--- config.mk ---
export PLATFORM = sky130hd
export DESIGN_NAME = wake_irq_flags
export DESIGN_NICKNAME = d
export VERILOG_FILES = /design/src/rtl/wake_irq_pkg.sv /design/src/rtl/wake_evt_if.sv /design/src/rtl/wake_edge_detect.sv /design/src/rtl/wake_irq_flags.sv
export VERILOG_INCLUDE_DIRS = /design/src /design/src/rtl
export SDC_FILE = /design/constraint.sdc
export NUM_CORES = 1
export LEC_CHECK = 0
export ABC_AREA = 1
export BUFFER_PORTS_ARGS = -buffer_cell sky130_fd_sc_hd__buf_4
export CAP_MARGIN = 20
export CELL_PAD_IN_SITES_DETAIL_PLACEMENT = 1
export CELL_PAD_IN_SITES_GLOBAL_PLACEMENT = 1
export CORE_MARGIN = 8
export CORE_UTILIZATION = 30
export DETAILED_ROUTE_END_ITERATION = 8
export PLACE_DENSITY = 0.74
export SLEW_MARGIN = 5
export SYNTH_ARGS = -nofsm -noshare
export SYNTH_HDL_FRONTEND = slang
export SYNTH_SLANG_ARGS = --single-unit
--- constraint.sdc ---
create_clock -name clk_i -period 1.81 [get_ports clk_i]
set_input_delay 0.2715 -clock clk_i [delete_from_list [all_inputs] [get_ports clk_i]]
set_output_delay 0.2715 -clock clk_i [all_outputs]
set_load 0.02 [all_outputs]
--- src/rtl/wake_irq_map.svh ---
/*
  register offsets, field positions and reset values of the wakeup flag block.
  assumes byte addresses on a 32-bit classic wishbone bus, one word per register.
*/
`ifndef WAKE_IRQ_MAP_SVH
`define WAKE_IRQ_MAP_SVH

// byte offsets
`define OFF_WAKE_IRQ_FLAGS   8'h00
`define OFF_DIRECT_XFER_FLAG 8'h04
`define OFF_WAKE_PIN_MODE    8'h08
`define OFF_DIRECT_XFER_EN   8'h0C
`define OFF_IRQ_STATUS       8'h10
`define OFF_IRQ_MASK         8'h14

// field layout
`define WAKE_PIN_COUNT       8
`define DIRECT_XFER_BIT      0
`define STAT_DIRECT_XFER_BIT 8
`define STAT_WIDTH           9

// reset values
`define RST_WAKE_IRQ_FLAGS   8'h00
`define RST_DIRECT_XFER_FLAG 1'b0
`define RST_WAKE_PIN_MODE    8'h00
`define RST_DIRECT_XFER_EN   1'b0
`define RST_IRQ_STATUS       9'h000
`define RST_IRQ_MASK         9'h000

`endif

--- src/rtl/wake_irq_pkg.sv ---
/*
  types shared by the wakeup flag block.
  assumes nothing of its surroundings.
*/
package wake_irq_pkg;

  // one-hot register decode
  typedef enum logic [6:0] {
    SEL_NONE = 7'b0000001,
    SEL_WAKE = 7'b0000010,
    SEL_DXF  = 7'b0000100,
    SEL_MODE = 7'b0001000,
    SEL_DXEN = 7'b0010000,
    SEL_STAT = 7'b0100000,
    SEL_MASK = 7'b1000000
  } reg_sel_e;

  typedef logic [31:0] bus_word_t;

endpackage

--- src/rtl/wake_evt_if.sv ---
/*
  carries the per-pin falling-edge strobes from the pin edge detector to the flag logic.
  assumes both ends run on the same clock.
*/
`timescale 1ns/1ps
`default_nettype none

interface wake_evt_if #(parameter int N = 8);
  logic [N-1:0] fall;

  modport src (output fall);
  modport dst (input  fall);
endinterface

`default_nettype wire

--- src/rtl/wake_edge_detect.sv ---
/*
  synchronises the active-low wakeup pins and flags each falling edge for one cycle.
  assumes pins are asynchronous to clk_i and idle high.
*/
`timescale 1ns/1ps
`default_nettype none

module wake_edge_detect #(
  parameter int N = 8
) (
  // clock, reset, enable
  input  wire logic         clk_i,
  input  wire logic         rst_i,
  input  wire logic         ce_i,
  // pins
  input  wire logic [N-1:0] wake_pin_n_i,
  // edge strobes
  wake_evt_if.src           evt
);

  genvar i;
  generate
    for (i = 0; i < N; i++)
    begin : g_pin
      logic sync1_reg;
      logic sync2_reg;
      logic prev_reg;

      // reset to the idle level so release of reset is no edge
      always_ff @(posedge clk_i)
      begin
        if (rst_i)
        begin
          sync1_reg <= 1'b1;
          sync2_reg <= 1'b1;
          prev_reg  <= 1'b1;
        end
        else if (ce_i)
        begin
          sync1_reg <= wake_pin_n_i[i];
          sync2_reg <= sync1_reg;
          prev_reg  <= sync2_reg;
        end
      end

      // high then low only: a rising edge never strobes
      assign evt.fall[i] = prev_reg & ~sync2_reg;
    end
  endgenerate

endmodule

`default_nettype wire

--- src/rtl/wake_irq_flags.sv ---
/*
  wakeup and direct-transfer interrupt request flags with a classic wishbone slave,
  a read-to-clear event status register, a mask and one level interrupt output.
  assumes sleep_exec_i and mode_xfer_i come from logic on clk_i; wakeup pins are asynchronous.
*/
// Behaviour
// while the direct-transfer flag is 1, software writing 0 to it clears it.
// the direct-transfer flag is set when a sleep runs with direct transfer enabled and a direct transition happens.
// software may only write 0 to clear a flag; a written 1 is ignored and sets nothing.
// there are eight independent wakeup flags, flag n in bit n for pin n.
// wakeup flag n is set by a falling edge on pin n configured as interrupt input, never by a rising edge.
// writing 0 to bit n clears only wakeup flag n, the other flags keep their values.
// a set event in the same cycle as a clearing write leaves the flag set.
`timescale 1ns/1ps
`default_nettype none
`include "wake_irq_map.svh"

module wake_irq_flags
  import wake_irq_pkg::*;
#(
  parameter int N = `WAKE_PIN_COUNT
) (
  // clock, reset, enable
  input  wire logic        clk_i,
  input  wire logic        rst_i,
  input  wire logic        ce_i,
  // wishbone slave
  input  wire logic        wb_cyc_i,
  input  wire logic        wb_stb_i,
  input  wire logic        wb_we_i,
  input  wire logic [7:0]  wb_adr_i,
  input  wire logic [3:0]  wb_sel_i,
  input  wire logic [31:0] wb_dat_i,
  output logic      [31:0] wb_dat_o,
  output logic             wb_ack_o,
  // wakeup pins, active low
  input  wire logic [N-1:0] wake_pin_n_i,
  // sleep and mode transition from the cpu core
  input  wire logic        sleep_exec_i,
  input  wire logic        mode_xfer_i,
  // interrupt
  output logic             irq_o
);

  ////////////////////////////////////////////////////////////////////////////
  // registers and events

  logic [N-1:0]             wake_irq_flags_reg;
  logic [N-1:0]             wake_irq_flags_next;
  logic                     direct_xfer_irq_flag_reg;
  logic                     direct_xfer_irq_flag_next;
  logic [N-1:0]             wake_pin_mode_reg;
  logic                     direct_xfer_enable_reg;
  logic [`STAT_WIDTH-1:0]   irq_status_reg;
  logic [`STAT_WIDTH-1:0]   irq_status_next;
  logic [`STAT_WIDTH-1:0]   irq_mask_reg;
  logic                     ack_reg;
  bus_word_t                rdata_reg;
  logic [N-1:0]             wake_set;
  logic                     dx_set;
  reg_sel_e                 reg_sel;
  logic                     req_start;
  logic                     access;
  logic                     wr_lane0;
  logic                     wr_lane1;
  logic [N-1:0]             wake_clr;
  logic                     dx_clr;
  logic [`STAT_WIDTH-1:0]   stat_clr;

  wake_evt_if #(.N(N)) evt ();

  wake_edge_detect #(.N(N)) u_edge (
    .clk_i        (clk_i),
    .rst_i        (rst_i),
    .ce_i         (ce_i),
    .wake_pin_n_i (wake_pin_n_i),
    .evt          (evt)
  );

  // only pins configured as interrupt inputs raise their flag
  assign wake_set = evt.fall & wake_pin_mode_reg;
  assign dx_set   = sleep_exec_i & direct_xfer_enable_reg & mode_xfer_i;

  ////////////////////////////////////////////////////////////////////////////
  // bus decode

  always_comb
  begin
    unique case (wb_adr_i)
      `OFF_WAKE_IRQ_FLAGS:   reg_sel = SEL_WAKE;
      `OFF_DIRECT_XFER_FLAG: reg_sel = SEL_DXF;
      `OFF_WAKE_PIN_MODE:    reg_sel = SEL_MODE;
      `OFF_DIRECT_XFER_EN:   reg_sel = SEL_DXEN;
      `OFF_IRQ_STATUS:       reg_sel = SEL_STAT;
      `OFF_IRQ_MASK:         reg_sel = SEL_MASK;
      default:               reg_sel = SEL_NONE;
    endcase
  end

  // effects happen at the edge where the master sees ack, so each access acts once
  assign req_start = wb_cyc_i & wb_stb_i & ~ack_reg;
  assign access    = wb_cyc_i & wb_stb_i & ack_reg;
  assign wr_lane0  = access & wb_we_i & wb_sel_i[0];
  assign wr_lane1  = access & wb_we_i & wb_sel_i[1];

  always_ff @(posedge clk_i)
  begin
    if (rst_i)
      ack_reg <= 1'b0;
    else if (ce_i)
      ack_reg <= req_start;
  end

  // read data is snapshotted when the request arrives and stands with ack
  always_ff @(posedge clk_i)
  begin
    if (rst_i)
      rdata_reg <= 32'h00000000;
    else if (ce_i && req_start)
    begin
      rdata_reg <= 32'h00000000;
      unique case (reg_sel)
        SEL_WAKE: rdata_reg[N-1:0]                <= wake_irq_flags_reg;
        SEL_DXF:  rdata_reg[`DIRECT_XFER_BIT]     <= direct_xfer_irq_flag_reg;
        SEL_MODE: rdata_reg[N-1:0]                <= wake_pin_mode_reg;
        SEL_DXEN: rdata_reg[`DIRECT_XFER_BIT]     <= direct_xfer_enable_reg;
        SEL_STAT: rdata_reg[`STAT_WIDTH-1:0]      <= irq_status_reg;
        SEL_MASK: rdata_reg[`STAT_WIDTH-1:0]      <= irq_mask_reg;
        SEL_NONE: rdata_reg                       <= 32'h00000000;
      endcase
    end
  end

  assign wb_dat_o = rdata_reg;
  // masked while the enable is low: an ack seen on a frozen edge would lose the write
  assign wb_ack_o = ack_reg & ce_i;

  ////////////////////////////////////////////////////////////////////////////
  // wakeup flags

  // a written 1 clears nothing and sets nothing
  assign wake_clr = (wr_lane0 && reg_sel == SEL_WAKE) ? ~wb_dat_i[N-1:0] : '0;

  always_comb
  begin
    // set wins over clear bit by bit
    wake_irq_flags_next = (wake_irq_flags_reg & ~wake_clr) | wake_set;
  end

  always_ff @(posedge clk_i)
  begin
    if (rst_i)
      wake_irq_flags_reg <= `RST_WAKE_IRQ_FLAGS;
    else if (ce_i)
      wake_irq_flags_reg <= wake_irq_flags_next;
  end

  ////////////////////////////////////////////////////////////////////////////
  // direct-transfer flag

  assign dx_clr = wr_lane0 && reg_sel == SEL_DXF && !wb_dat_i[`DIRECT_XFER_BIT];

  always_comb
  begin
    direct_xfer_irq_flag_next = (direct_xfer_irq_flag_reg & ~dx_clr) | dx_set;
  end

  always_ff @(posedge clk_i)
  begin
    if (rst_i)
      direct_xfer_irq_flag_reg <= `RST_DIRECT_XFER_FLAG;
    else if (ce_i)
      direct_xfer_irq_flag_reg <= direct_xfer_irq_flag_next;
  end

  ////////////////////////////////////////////////////////////////////////////
  // configuration

  always_ff @(posedge clk_i)
  begin
    if (rst_i)
      wake_pin_mode_reg <= `RST_WAKE_PIN_MODE;
    else if (ce_i && wr_lane0 && reg_sel == SEL_MODE)
      wake_pin_mode_reg <= wb_dat_i[N-1:0];
  end

  always_ff @(posedge clk_i)
  begin
    if (rst_i)
      direct_xfer_enable_reg <= `RST_DIRECT_XFER_EN;
    else if (ce_i && wr_lane0 && reg_sel == SEL_DXEN)
      direct_xfer_enable_reg <= wb_dat_i[`DIRECT_XFER_BIT];
  end

  always_ff @(posedge clk_i)
  begin
    if (rst_i)
      irq_mask_reg <= `RST_IRQ_MASK;
    else if (ce_i && reg_sel == SEL_MASK)
    begin
      if (wr_lane0)
        irq_mask_reg[N-1:0] <= wb_dat_i[N-1:0];
      if (wr_lane1)
        irq_mask_reg[`STAT_DIRECT_XFER_BIT] <= wb_dat_i[`STAT_DIRECT_XFER_BIT];
    end
  end

  ////////////////////////////////////////////////////////////////////////////
  // event status and interrupt

  // only bits that the read returned are cleared, so an event landing between
  // snapshot and ack survives to the next read
  assign stat_clr = (access && !wb_we_i && reg_sel == SEL_STAT) ? rdata_reg[`STAT_WIDTH-1:0] : '0;

  always_comb
  begin
    irq_status_next = (irq_status_reg & ~stat_clr) | {dx_set, wake_set};
  end

  always_ff @(posedge clk_i)
  begin
    if (rst_i)
      irq_status_reg <= `RST_IRQ_STATUS;
    else if (ce_i)
      irq_status_reg <= irq_status_next;
  end

  always_ff @(posedge clk_i)
  begin
    if (rst_i)
      irq_o <= 1'b0;
    else if (ce_i)
      irq_o <= |(irq_status_next & irq_mask_reg);
  end

  ////////////////////////////////////////////////////////////////////////////
  // checks

  AST_DX_CLEAR: assert property (@(posedge clk_i) disable iff (rst_i)
    ce_i && dx_clr && !dx_set |=> !direct_xfer_irq_flag_reg)
    else $error("direct-transfer flag not cleared by write of 0");

  AST_DX_SET: assert property (@(posedge clk_i) disable iff (rst_i)
    ce_i && sleep_exec_i && mode_xfer_i && direct_xfer_enable_reg |=> direct_xfer_irq_flag_reg)
    else $error("direct-transfer flag not set after sleep with transfer");

  AST_DX_NO_SPURIOUS: assert property (@(posedge clk_i) disable iff (rst_i)
    !direct_xfer_irq_flag_reg && !(sleep_exec_i && mode_xfer_i && direct_xfer_enable_reg)
    |=> !direct_xfer_irq_flag_reg)
    else $error("direct-transfer flag set without its event");

  AST_WRITE_ONE: assert property (@(posedge clk_i) disable iff (rst_i)
    ce_i && wr_lane0 && reg_sel == SEL_WAKE && wake_set == '0 && wb_dat_i[N-1:0] == '1
    |=> wake_irq_flags_reg == $past(wake_irq_flags_reg))
    else $error("writing ones changed the wakeup flags");

  AST_WAKE_SET: assert property (@(posedge clk_i) disable iff (rst_i)
    ce_i && wake_set != '0 |=> (wake_irq_flags_reg & $past(wake_set)) == $past(wake_set))
    else $error("falling edge on an interrupt pin did not set its flag");

  AST_WAKE_STABLE: assert property (@(posedge clk_i) disable iff (rst_i)
    wake_set == '0 && !(wr_lane0 && reg_sel == SEL_WAKE) |=> $stable(wake_irq_flags_reg))
    else $error("wakeup flags changed with no edge and no write");

  AST_WAKE_CLEAR: assert property (@(posedge clk_i) disable iff (rst_i)
    ce_i && wr_lane0 && reg_sel == SEL_WAKE && wake_set == '0
    |=> wake_irq_flags_reg == ($past(wake_irq_flags_reg) & $past(wb_dat_i[N-1:0])))
    else $error("write of 0 did not clear exactly the addressed wakeup flags");

  AST_SET_WINS: assert property (@(posedge clk_i) disable iff (rst_i)
    ce_i && dx_set && dx_clr |=> direct_xfer_irq_flag_reg)
    else $error("clearing write lost a direct-transfer event");

  AST_ACK_PULSE: assert property (@(posedge clk_i) disable iff (rst_i)
    ce_i && wb_ack_o |=> !wb_ack_o)
    else $error("ack held for more than one cycle");

  AST_ACK_NEXT: assert property (@(posedge clk_i) disable iff (rst_i)
    ce_i && req_start |=> ack_reg)
    else $error("request not answered one cycle later");

  AST_ACK_RESET: assert property (@(posedge clk_i)
    rst_i |=> !ack_reg && !irq_o && wb_dat_o == '0)
    else $error("bus answer or interrupt not quiet after reset");

  AST_UNMAPPED_READ: assert property (@(posedge clk_i) disable iff (rst_i)
    ce_i && req_start && reg_sel == SEL_NONE |=> wb_dat_o == '0)
    else $error("unmapped address returned nonzero data");

  AST_DX_STATUS: assert property (@(posedge clk_i) disable iff (rst_i)
    ce_i && dx_set |=> irq_status_reg[`STAT_DIRECT_XFER_BIT])
    else $error("direct-transfer event missing from status");

  AST_STAT_CLEAR: assert property (@(posedge clk_i) disable iff (rst_i)
    ce_i && access && !wb_we_i && reg_sel == SEL_STAT && {dx_set, wake_set} == '0
    |=> (irq_status_reg & $past(rdata_reg[`STAT_WIDTH-1:0])) == '0)
    else $error("status read did not clear the returned bits");

  AST_IRQ_LEVEL: assert property (@(posedge clk_i) disable iff (rst_i)
    ce_i |=> irq_o == |(irq_status_reg & $past(irq_mask_reg)))
    else $error("interrupt output disagrees with masked status");

  AST_CE_FREEZE: assert property (@(posedge clk_i) disable iff (rst_i)
    !ce_i |=> $stable(wake_irq_flags_reg) && $stable(direct_xfer_irq_flag_reg)
    && $stable(irq_status_reg) && $stable(ack_reg) && $stable(irq_o))
    else $error("state changed while the clock enable was low");

endmodule

`default_nettype wire

# ---- After elaboration in Yosys (flattened, before gate mapping)
# Cells that the tools add are included.
dict set report op_classes {
  bitwise 38
  muxes 6
  n_eq_ne 12
  reduce_logical 16
}
# cell count
set op_table {}
lappend op_table {{case mux 7 bit (6 select lines)} 1}
lappend op_table {{case mux 7 bit (4 select lines)} 1}
lappend op_table {{bitwise AND 1 bit} 18}
lappend op_table {{bitwise AND 9 bit} 2}
lappend op_table {{bitwise AND 8 bit} 2}
lappend op_table {{== test 8 x 4 -> 1 bit (second input constant)} 2}
lappend op_table {{== test 8 x 5 -> 1 bit (second input constant)} 2}
lappend op_table {{inverter 8 bit} 2}
lappend op_table {{logical AND 1 bit} 10}
lappend op_table {{inverter 1 bit} 10}
lappend op_table {{2-to-1 mux 9 bit} 1}
lappend op_table {{inverter 9 bit} 1}
lappend op_table {{OR 9 bit} 1}
lappend op_table {{OR reduction 9 bit} 1}
lappend op_table {{== test 8 x 3 -> 1 bit (second input constant)} 1}
lappend op_table {{logical NOT 8 bit} 1}
lappend op_table {{2-to-1 mux 8 bit} 1}
lappend op_table {{OR 8 bit} 1}
lappend op_table {{== test 7 x 1 -> 1 bit (second input constant)} 1}
lappend op_table {{== test 7 x 2 -> 1 bit (second input constant)} 1}
lappend op_table {{== test 7 x 3 -> 1 bit (second input constant)} 1}
lappend op_table {{== test 7 x 4 -> 1 bit (second input constant)} 1}
lappend op_table {{== test 7 x 5 -> 1 bit (second input constant)} 1}
lappend op_table {{== test 7 x 6 -> 1 bit (second input constant)} 1}
lappend op_table {{other kinds (6)} 8}
dict set report word_totals {
  output_inout_bits 34
  reg_bits 71
  word_cells 106
  input_bits 60
}

# ---- Longest topological paths before layout
# Gate-level depths: netlist of the first run.
dict set report logic_depth {
  ltp_word 10
  depth_mapped 13
  depth_no_buf 13
}

# ---- Hierarchy
# From an unflattened synthesis of the first run, not the netlist that was laid out.
dict set report unflattened {
  cells_unflattened 467
  area_unflattened_um2 3539.6
}
# mod cells_each n_inst seq_area_each_um2 area_each_um2
set modules_own_cells {}
lappend modules_own_cells {wake_irq_flags 346 1 940.9 2444.8}
lappend modules_own_cells {wake_edge_detect 121 1 480.5 1094.8}

# ---- Worst setup path after synthesis of the first run
# No wires, ideal clock.
dict set report synth_path {
  path_type {input to register}
  from {input port ce_i}
  to {register irq_mask_reg[5]}
  required_time_ps 1693
  t_arrival_ps 1344
  stages 9
  slack_ps 349
  setup_time_ps 117
  path_buffers 2
  path_cell_list {buf_4 -> nand2_1 -> inv_1 -> nand4_1 -> nor2_2 -> inv_2 -> buf_4 -> o21ai_1 -> a21oi_1}
}
dict set report synth_between {
  elab_chain_cells 2
}
# item line
set synth_rtl {}
lappend synth_rtl {{from (decl)} wake_irq_flags.sv:26} ;# input wire logic ce_i,
lappend synth_rtl {{logical AND 1 bit} wake_irq_flags.sv:199} ;# else if (ce_i && reg_sel == SEL_MASK)
lappend synth_rtl {{AND reduction 2 bit (no line)} --}
lappend synth_rtl {{to (signal assigned)} wake_irq_flags.sv:198} ;# irq_mask_reg <= `RST_IRQ_MASK;
lappend synth_rtl {{to (signal, indexed assignment)} wake_irq_flags.sv:202} ;# irq_mask_reg[N-1:0] <= wb_dat_i[N-1:0];
lappend synth_rtl {{to (signal, indexed assignment)} wake_irq_flags.sv:204} ;# irq_mask_reg[`STAT_DIRECT_XFER_BIT] <= wb_dat_i[`STAT_DIRECT_XFER_BIT];
lappend synth_rtl {{to (decl)} wake_irq_flags.sv:56} ;# logic [`STAT_WIDTH-1:0] irq_mask_reg;
# Every way passes these cells.
# A chain may end at the register's enable or synchronous reset.

# ---- Final worst setup path of the first run
dict set report layout_path {
  from {register ack_reg}
  to {register wake_irq_flags_reg[5]}
}
dict set report layout_between {
  elab_chain_cells 8
}
# item line
set layout_rtl {}
lappend layout_rtl {{from (decl)} wake_irq_flags.sv:57} ;# logic ack_reg;
lappend layout_rtl {{from (signal assigned)} wake_irq_flags.sv:111} ;# ack_reg <= req_start;
lappend layout_rtl {{bitwise AND 1 bit} wake_irq_flags.sv:102} ;# assign access = wb_cyc_i & wb_stb_i & ack_reg;
lappend layout_rtl {{bitwise AND 1 bit (2 in a row)} wake_irq_flags.sv:103} ;# assign wr_lane0 = access & wb_we_i & wb_sel_i[0];
lappend layout_rtl {{logical AND 1 bit} wake_irq_flags.sv:142} ;# assign wake_clr = (wr_lane0 && reg_sel == SEL_WAKE) ? ~wb_dat_i[N-1:0] : '0;
lappend layout_rtl {{2-to-1 mux 8 bit} wake_irq_flags.sv:142}
lappend layout_rtl {{inverter 8 bit} wake_irq_flags.sv:147} ;# wake_irq_flags_next = (wake_irq_flags_reg & ~wake_clr) | wake_set;
lappend layout_rtl {{bitwise AND 8 bit} wake_irq_flags.sv:147}
lappend layout_rtl {{OR 8 bit} wake_irq_flags.sv:147}
lappend layout_rtl {{to (signal assigned)} wake_irq_flags.sv:153} ;# wake_irq_flags_reg <= `RST_WAKE_IRQ_FLAGS;
lappend layout_rtl {{to (signal assigned)} wake_irq_flags.sv:155} ;# wake_irq_flags_reg <= wake_irq_flags_next;
lappend layout_rtl {{to (decl)} wake_irq_flags.sv:48} ;# logic [N-1:0] wake_irq_flags_reg;
# Every way passes these cells.

==> summary.txt, run 1 <==
Timing
  – FMAX: approximately 0.63 GHz
  – Setup TNS Final: 0 ns
  – Final setup fails: 0
  – PnR worst setup slack: 0.2165 ns
  – Max Slew Vio Count: 0
  – Unrepaired setup endpoints after global routing: no
  – Hold Vio Cnt, Final: 0
  – Max Clock Skew: between 0.007 and 0.008 ns
  – Final period util: 0.8804
  – Min Tclk post-route: 1.593 ns

Pwr
  – P_sw: 786.2 µW
  – Static leakage: around 0.0017 µW
  – Worst VDD drop: 353.1 µV
  – PwrDens: around 840 nW/µm²
  – Cell internal pwr: 2507 µW
  – Clock power share: 0.419
  – Sw frac: 0.2387
  – Flop pwr share: 0.494
  – Total Power: 3293 µW
  – Logic pwr share: 0.087

Critical path
  – Arr. time, crit path: 1.81 ns
  – Startpoint Class: register
  – RR Endpoint: wake_irq_flags_reg[5]
  – CP Class: reg -> reg
  – Max Fanout on Critical Path: 8
  – CP startpoint: ack_reg
  – Crit end category: register
  – Worst Path Required: 2.03 ns
  – CP endpoint: wake_irq_flags_reg[5]
  – Reg2reg path depth: 7
  – Reg2Reg Setup Slack: 0.22 ns
  – RR Startpoint: ack_reg

Die
  – I/O pin count: between 90 and 100
  – Die X: 120.6 µm
  – Die Ht: ~120 µm
  – Starting density of the core: 0.3054
  – Core Region: 10750 µm²
  – Row count: 38
  – Total die area: 14540 µm²

Min path
  – Hold Path Class: in -> reg
  – Hold path depth: 3

Route
  – DRT iter0 DRCs: ~180
  – Routed vias/inst: 4.720
  – Post-route DRC: 0
  – DR WL/cell: 14.52 µm
  – Drt pass-1 iters: 4
  – Via count: 3082
  – Routed WL: around 9500 µm
  – Number of nets still failing antenna checks after routing: 0

Synth
  – Ys flop type: dfxtp_1
  – Mapped Area: about 3300 µm²
  – Post-Syn Area per Cell: about 7 µm²
  – Cell count after synthesis: 460
  – Yosys warns: 0
  – Sequential element share of the synthesized area: 0.4331
  – Flops & latches, synth: 71
  – Simple logic cell fraction of the synthesized area: 0.2753
  – Post-Synth Adder-Cell Area: 0
  – EDFF count, synth: 0
  – Largest family of logic cells by synthesized area: simple AND/OR/NAND/NOR gates
  – Compound-Gate Fraction of Synth Area: 0.1575
  – Multiplexer share of the synthesized area: 0
  – Fraction of registers with async set/reset: 0
  – Synth Area in XOR/XNOR: 0
  – Yosys cell types: 29

GRT
  – Overflow after GRT: 0
  – Number of global-route vias before repair: 3152
  – First-pass GRT wire length: 15500 µm
  – Pin count of the biggest net entering global routing: 37
  – GRT Total Usage: 0.1327
  – Number of antenna violations at the first check in global routing: 0

Clock network
  – # Post-CTS Setup Buffers: 0
  – Clock sinks: between 70 and 80
  – H-tree depth: 3
  – Worst skew pair latency: 0.34 ns
  – Longest Clk Path Bufs: 2
  – Clock slew at reported path FFs: 0.08 ns
  – CTS Buf Count: 9
  – CTS root buf: clkbuf_8
  – CTS resizes: 0
  – Hold Buf Count CTS: 0
  – TritonCTS clock tree: yes

Finish
  – Final nets: 569
  – Area growth syn-to-layout: 19.94%
  – Register area: approximately 1400 µm²
  – Fill cells: 1416
  – Area of the multi-input gates: 1506 µm²
  – Diode count: 0
  – Share of cells above drive strength 1: 0.1735

Flow run
  – Max-cap viol count: 0

Place
  – DP Worst Slack: 0.05293 ns
  – GP Congestion: about 0.76
  – Post-DP HPWL: 6709 µm
  – Port Buffers: 45

Outcome
  – Status: complete, no violations
==> layout by cell type (no fill, tap or decap), drive strengths merged <==
master and n:
a211oi 1, a21oi 37, a311oi 1, a31oi 9
buf 58, bufinv 2, clkbuf 11, clkinv 2
conb 23, dfxtp 71, inv 41, nand2 132
nand3 38, nand4 4, nor2 26, nor3 5
nor4 2, o2111ai 1, o211ai 2, o21ai 47
==> power by group through the flow <==
stage	clock, µW	sequential, µW	combinational [µW]
5_1_grt	1490	1630	317
3_3_place_gp	0	1660	282
6_report	1380	1630	287
4_1_cts	1420	1630	288
3_5_place_dp	0	1660	287
2_1_floorplan	0	1660	204
==> worst max-delay path, cell delays in order (launching register included) <==
cell	delay (ns)
dfxtp_1	0.41
nand2_1	0.07
inv_1	0.07
nand4_1	0.18
inv_1	0.13
nand2_1	0.26
o21ai_0	0.25
a21oi_1	0.09
==> synthesized netlist by cell type (2+ instances only) <==
cell | n | share of area
a21oi_1 | 37 | 0.056
a31oi_1 | 9 | 0.017
buf_4 | 25 | 0.057
buf_6 | 3 | 0.010
clkbuf_1 | 12 | 0.014
dfxtp_1 | 71 | 0.43
inv_1 | 36 | 0.041
inv_2 | 4 | 0.0046
nand2_1 | 129 | 0.15
nand2_2 | 3 | 0.0057
nand3_1 | 36 | 0.055
nand3_2 | 2 | 0.0061
nand4_1 | 4 | 0.0076
nor2_1 | 20 | 0.023
nor2_2 | 5 | 0.0095
nor3_1 | 4 | 0.0061
nor4_1 | 2 | 0.0038
o211ai_1 | 2 | 0.0046
o21ai_0 | 42 | 0.064
o21ai_1 | 5 | 0.0076
==> area by class of cell <==
cell class	instances	area share
clock buffer	11	0.03592
sequential	71	0.3611
inverter	41	0.04100
multi-input combinational	328	0.3827
tap	140	0.04450
timing repair buffer	58	0.1170
clock inverter	4	0.01780
==> cell families after synthesis <==
family / Yosys count
and+or+nand+nor: 207
AOI/OAI and AO/OA: 98
buffers and inverters: 83
DFF: 71
other: 1
==> layer usage <==
| metal | vias to the layer above | part of all wire | wire length, µm | global-route usage |
|---|---|---|---|---|
| li1 | 1548 | - | - | - |
| met4 | 0 | 0.015 | 145 | 0.04294 |
| met2 | 78 | 0.48 | 4569 | 0.2306 |
| met5 | - | 0 | 0 | 0 |
| met1 | 1442 | 0.43 | 4113 | 0.1514 |
| met3 | 14 | 0.069 | 652 | 0.04149 |
==> metrics by stage <==
stage / util / cell area (µm²) / hold slack [ns] / cells
after detailed placement: 0.3466 / 3725 / 0.4454 / 638
final: 0.3663 / 3936 / 0.1354 / 653
after global placement: 0.3466 / 3725 / 0.4376 / 638
after global routing: 0.3663 / 3936 / 0.1226 / 653
after floorplan: - / 3364 / 0.3978 / 482
after CTS: 0.3663 / 3936 / 0.1193 / 653
==> how the worst min path moves through the flow <==
| stage | slack [ns] | to | startpoint |
|---|---|---|---|
| final | 0.14 | u_edge.g_pin[0].sync1_reg | wake_pin_n_i[0] |
| after global routing | 0.12 | u_edge.g_pin[3].sync1_reg | wake_pin_n_i[3] |
| after CTS | 0.12 | u_edge.g_pin[0].sync1_reg | wake_pin_n_i[0] |
| after detailed placement | 0.45 | u_edge.g_pin[4].prev_reg | u_edge.g_pin[4].prev_reg |
| after global placement | 0.44 | u_edge.g_pin[4].prev_reg | u_edge.g_pin[4].prev_reg |
| after floorplan | 0.40 | u_edge.g_pin[0].sync1_reg | wake_pin_n_i[0] |
Power figures use the tool's default switching activity.
==> run 2, diff against run 1 <==
--- a/config.mk
+++ b/config.mk
@@ -12,9 +12,9 @@
 export CELL_PAD_IN_SITES_DETAIL_PLACEMENT = 1
 export CELL_PAD_IN_SITES_GLOBAL_PLACEMENT = 1
 export CORE_MARGIN = 8
-export CORE_UTILIZATION = 30
+export CORE_UTILIZATION = 36
 export DETAILED_ROUTE_END_ITERATION = 8
-export PLACE_DENSITY = 0.74
+export PLACE_DENSITY = 0.85
 export SLEW_MARGIN = 5
 export SYNTH_ARGS = -nofsm -noshare
 export SYNTH_HDL_FRONTEND = slang
==> run 2 against run 1 <==
  * Worst hold slack gained 0.0052 ns
  * Worst setup slack improved by 0.022 ns
  * Sequential share of layout area is 0.82 points higher
  * Combinational power fell by 2%
  * Final cell count fell by 4.4%
  * First-iteration DRC count down 24%
  * Clock power is 12% lower
  * Critical endpoint is now irq_o
  * Maximum frequency increased by 1.4%
  * Register-to-register slack better by 0.02 ns
==> summary.txt, run 2 (synthesis results as in run 1) <==
Outcome
  – Status: complete, no violations

Clock network
  – Longest Clk Path Bufs: 2 (unchanged)
  – Clock slew at reported path FFs: 0.08 ns (about the same)
  – Worst skew pair latency: 0.34 ns (about the same)
  – CTS Buf Count: 9 (unchanged)
  – H-tree depth: 3 (unchanged)
  – Clock sinks: 71 (unchanged)
  – TritonCTS clock tree: yes
  – CTS root buf: clkbuf_8

Timing
  – Setup TNS Final: 0 ns (unchanged)
  – Unrepaired setup endpoints after global routing: no
  – Final setup fails: 0 (unchanged)
  – Max Clock Skew: 0.008988 ns (+0.001247 ns)
  – Hold Vio Cnt, Final: 0 (unchanged)
  – Final period util: 0.8683 (-0.01211)
  – Min Tclk post-route: 1.572 ns (-0.02192 ns)
  – Max Slew Vio Count: 0 (unchanged)
  – Minimum hold slack: 0.1406 ns (+0.005222 ns)
  – FMAX: 0.6363 GHz (+1.4%)

Critical path
  – Crit end category: register
  – Max Fanout on Critical Path: 9 (+1)
  – Reg2Reg Setup Slack: 0.24 ns (+0.02 ns)
  – Arr. time, crit path: 1.81 ns (about the same)
  – Startpoint Class: register
  – Worst Path Required: 2.05 ns (+0.02 ns)
  – CP Class: reg -> reg

Die
  – Starting density of the core: 0.3638 (+0.05837)
  – Die X: 111.5 µm (-7.6%)
  – Row count: 35 (-7.9%)
  – Core Region: 9021 µm² (-16%)
  – I/O pin count: 94 (unchanged)
  – Die Ht: 111.5 µm (-7.6%)
  – Total die area: 12430 µm² (-15%)

Finish
  – Register area: 1423 µm² (about the same)
  – Commonest non-fill, non-tap cell in the layout: nand2_1
  – Most frequent cells in the layout: nand2_1, dfxtp_1, buf_4
  – Diode count: 0 (unchanged)
  – Final nets: 568 (-0.18%)
  – Fill cells: 1182 (-17%)
  – Area of the multi-input gates: 1506 µm² (unchanged)
  – Share of cells above drive strength 1: 0.1754 (+0.001949)
  – Area growth syn-to-layout: 17.38%

Place
  – Post-DP HPWL: 6801 µm (+1.4%)
  – GP Congestion: 0.7749 (+2.6%)
  – Port Buffers: 45 (unchanged)

Route
  – Uppermost routed layer: met4
  – DRT iter0 DRCs: 133 (-24%)
  – Number of nets still failing antenna checks after routing: 0 (unchanged)
  – Via count: 3128 (+1.5%)
  – WL met2: 4787 µm (+4.8%)
  – Routed vias/inst: 5.013 (+6.2%)
  – Drt pass-1 iters: 4 (unchanged)
  – DR WL met3: 565 µm (-13%)
  – Post-route DRC: 0 (unchanged)
  – Routed WL: 9491 µm (+0.11%)
  – Metal-1 WL: 3968 µm (-3.5%)
  – DR WL/cell: 15.21 µm (+4.8%)

Pwr
  – PwrDens: 813.0 nW/µm² (-2.8%)
  – Static leakage: 0.001637 µW (-1.4%)
  – Worst VDD drop: 345.5 µV (-2.1%)

GRT
  – Pin count of the biggest net entering global routing: 37 (unchanged)
  – Number of antenna violations at the first check in global routing: 0 (unchanged)
  – First-pass GRT wire length: 15410 µm (-0.63%)
  – Number of global-route vias before repair: 3203 (+1.6%)
  – GRT Total Usage: 0.1510 (+0.01831)
  – Overflow after GRT: 0 (unchanged)

Min path
  – Hold Path Class: in -> reg

Flow run
  – Max-cap viol count: 0 (unchanged)
[run 2: repair_timing]
item,4_1_cts,5_1_grt
setup endpoints to repair,0,1
buffers inserted,0,0
gates resized for setup,0,1
hold buffers,0,0
[run 2: power by group]
group	internal [µW]	total [µW]	switching [µW]
logic	99.0	282	183
registers	1600	1630	25.2
clock network	647	1220	576
total	2350	3130	784
[run 2: metal layers]
| layer | up-vias | track usage |
|---|---|---|
| li1 | 1551 | - |
| met1 | 1477 | 0.1678 |
| met2 | 84 | 0.2659 |
| met3 | 16 | 0.04301 |
| met4 | 0 | 0.05689 |
| met5 | - | 0 |
[run 2: final timing paths]
check / start / end / cells after the start
max: ack_reg / irq_o / 12
min: wake_pin_n_i[0] / u_edge.g_pin[0].sync1_reg / 3
min reg2reg: u_edge.g_pin[6].sync1_reg / u_edge.g_pin[6].sync1_reg / 2
max reg2reg: ack_reg / irq_o / 12
[run 2: stage by stage]
stage               instances  cell area [µm²]    util  power [µW]  worst slack [ns]
floorplan                 482             3364       -        1864            0.3488
global placement          608             3656  0.4053        1932           0.09123
detailed placement        608             3656  0.4053        1944           0.05928
CTS                       624             3851  0.4269        3162            0.1251
global route              624             3852  0.4270        3272           0.06855
finish                    624             3852  0.4270        3132            0.2384
[run 2: layout make-up]
cell class	instances	area share
clock inverters	2	0.003248
clock buffers	14	0.04742
flip-flops and latches	71	0.3693
repair buffers	57	0.1111
inverters	41	0.04190
well taps	111	0.03605
multi-input cells	328	0.3910
[run 2: critical path: stages, from the launching register on]
cell	delay (ns)
dfxtp_2	0.38
inv_2	0.06
nor3_4	0.15
buf_4	0.22
nand3_1	0.10
nand2_1	0.10
nand2_1	0.06
nand2_1	0.06
nand2_1	0.05
nor2_1	0.12
nand3_1	0.09
nand2_1	0.06
inv_1	0.03
==> run 3, diff against run 2 <==
--- a/config.mk
+++ b/config.mk
@@ -15,6 +15,8 @@
 export CORE_UTILIZATION = 36
 export DETAILED_ROUTE_END_ITERATION = 8
 export PLACE_DENSITY = 0.85
+export RECOVER_POWER = 25
+export SKIP_CTS_REPAIR_TIMING = 1
 export SLEW_MARGIN = 5
 export SYNTH_ARGS = -nofsm -noshare
 export SYNTH_HDL_FRONTEND = slang
==> run 3 against run 2 <==
  * Global-route usage unchanged
  * Worst hold slack hardly changed
  * Critical path depth unchanged
  * Via count stayed put
  * Final area down 0.32%
  * Die area stayed put
  * Highest routed layer unchanged
==> summary.txt, run 3 (synthesis results as in run 1) <==
Flow run
  – Max-cap viol count: 0 (unchanged)

Die
  – Total die area: 12430 µm² (unchanged)
  – I/O pin count: 94 (unchanged)
  – Row count: 35 (unchanged)
  – Core Region: 9021 µm² (unchanged)
  – Die Ht: 111.5 µm (unchanged)
  – Starting density of the core: 0.3638 (unchanged)
  – Die X: 111.5 µm (unchanged)

Timing
  – Max Slew Vio Count: 0 (unchanged)
  – Relative slew slack: 0.4698
  – Worst-Margin Slew: 0.7953 ns
  – Unrepaired setup endpoints after global routing: no
  – Final setup fails: 0 (unchanged)
  – Hold Vio Cnt, Final: 0 (unchanged)
  – Final period util: 0.8681 (about the same)
  – Min Tclk post-route: 1.571 ns (-0.0002300 ns)
  – Max Clock Skew: 0.008840 ns (-0.0001474 ns)
  – FMAX: 0.6364 GHz (about the same)
  – Setup TNS Final: 0 ns (unchanged)

Route
  – Post-route DRC: 0 (unchanged)
  – Routed WL: 9485 µm (about the same)
  – Via count: 3128 (unchanged)
  – Number of nets still failing antenna checks after routing: 0 (unchanged)
  – Routed vias/inst: 5.013 (unchanged)
  – DR WL/cell: 15.20 µm (about the same)
  – DRT iter0 DRCs: 129 (-3.0%)
  – Drt pass-1 iters: 4 (unchanged)

Clock network
  – H-tree depth: 3 (unchanged)
  – Clock sinks: 71 (unchanged)
  – TritonCTS clock tree: yes
  – CTS root buf: clkbuf_8
  – Longest Clk Path Bufs: 2 (unchanged)
  – Worst skew pair latency: 0.34 ns (about the same)
  – CTS Buf Count: 9 (unchanged)
  – Clock slew at reported path FFs: 0.08 ns (about the same)

Pwr
  – Static leakage: 0.001626 µW (-0.63%)
  – PwrDens: 815.3 nW/µm² (+0.28%)
  – Worst VDD drop: 346.4 µV (+0.25%)

Finish
  – Share of cells above drive strength 1: 0.1735 (-0.001949)
  – Most frequent cells in the layout: nand2_1, dfxtp_1, buf_4
  – Commonest non-fill, non-tap cell in the layout: nand2_1
  – Area growth syn-to-layout: 17.00%
  – Core Util, Final: 0.4257 (-0.001387)
  – Final nets: 568 (unchanged)
  – Diode count: 0 (unchanged)

GRT
  – Number of antenna violations at the first check in global routing: 0 (unchanged)
  – First-pass GRT wire length: 15410 µm (unchanged)
  – Overflow after GRT: 0 (unchanged)
  – Number of global-route vias before repair: 3203 (unchanged)
  – GRT Total Usage: 0.1510 (unchanged)
  – Pin count of the biggest net entering global routing: 37 (unchanged)

Outcome
  – Status: complete, no violations

Critical path
  – RR Endpoint: irq_o
  – CP Class: reg -> reg
  – Reg2Reg Setup Slack: 0.24 ns (about the same)
  – CP endpoint: irq_o
  – Reg2reg path depth: 12 (unchanged)
  – Startpoint Class: register
  – Crit end category: register
  – CP startpoint: ack_reg
  – Max Fanout on Critical Path: 9 (unchanged)
  – Arr. time, crit path: 1.81 ns (about the same)
  – Worst Path Required: 2.05 ns (about the same)
  – RR Startpoint: ack_reg

Place
  – GP Congestion: 0.7749 (unchanged)
  – Post-DP HPWL: 6801 µm (unchanged)
  – Port Buffers: 45 (unchanged)

Min path
  – Hold Path Class: in -> reg
==> run 3: cell types whose count changed in the layout (fill, tap and decap cells not counted), sizes merged <==
| cell | before | now |
|---|---|---|
| clkbuf | 14 | 16 |
| inv | 41 | 40 |
| clkinvlp | 1 | 2 |
| buf | 57 | 55 |
==> run 3: area by class of cell <==
type,instances,area (µm²)
tap,111,138.9
timing repair buffer,57,421.7
fill,1184,5181
sequential,71,1423
inverter,41,155.1
multi-input combinational,328,1506
clock buffer,14,182.7
clock inverter,2,12.51
==> run 3: how the worst min path moves through the flow <==
stage,from,endpoint,cells after the start
floorplan,wake_pin_n_i[0],u_edge.g_pin[0].sync1_reg,2
global placement,u_edge.g_pin[7].prev_reg,u_edge.g_pin[7].prev_reg,2
detailed placement,u_edge.g_pin[6].sync1_reg,u_edge.g_pin[6].sync1_reg,2
CTS,wake_pin_n_i[0],u_edge.g_pin[0].sync1_reg,3
global route,wake_pin_n_i[5],u_edge.g_pin[5].sync1_reg,3
finish,wake_pin_n_i[0],u_edge.g_pin[0].sync1_reg,3
==> run 3: routing by layer <==
layer | up-vias | wire length (µm) | GRT usage
met2 | 87 | 4803 | 0.2659
met5 | - | 0 | 0
met1 | 1474 | 3967 | 0.1678
met4 | 0 | 154 | 0.05689
met3 | 15 | 560 | 0.04301
li1 | 1552 | - | -
==> run 3: worst max-delay path, cell delays in order (launching register included) <==
cell,delay [ns]
dfxtp_2,0.38
inv_2,0.06
nor3_4,0.15
buf_4,0.22
nand3_1,0.10
nand2_1,0.10
nand2_1,0.06
nand2_1,0.06
nand2_1,0.05
nor2_1,0.12
nand3_1,0.09
nand2_1,0.06
inv_1,0.03
==> run 3: through the flow <==
| stage | setup WS, ns | std cells | total power, µW | hold slack (ns) | instance area [µm²] |
|---|---|---|---|---|---|
| 2_1_floorplan | 0.3488 | 482 | 1864 | 0.3978 | 3364 |
| 3_3_place_gp | 0.09123 | 608 | 1932 | 0.4380 | 3656 |
| 3_5_place_dp | 0.05928 | 608 | 1944 | 0.4427 | 3656 |
| 4_1_cts | 0.1251 | 624 | 3162 | 0.1262 | 3851 |
| 5_1_grt | 0.06855 | 624 | 3269 | 0.1376 | 3840 |
| 6_report | 0.2387 | 624 | 3131 | 0.1407 | 3840 |
==> run 3: report_power, final <==
part | leakage [µW] | switching, µW | internal [µW] | total [µW]
Clock | 0.0000987 | 578 | 647 | 1220
Sequential | 0.000579 | 25.3 | 1600 | 1630
Combinational | 0.000949 | 182 | 97.3 | 279
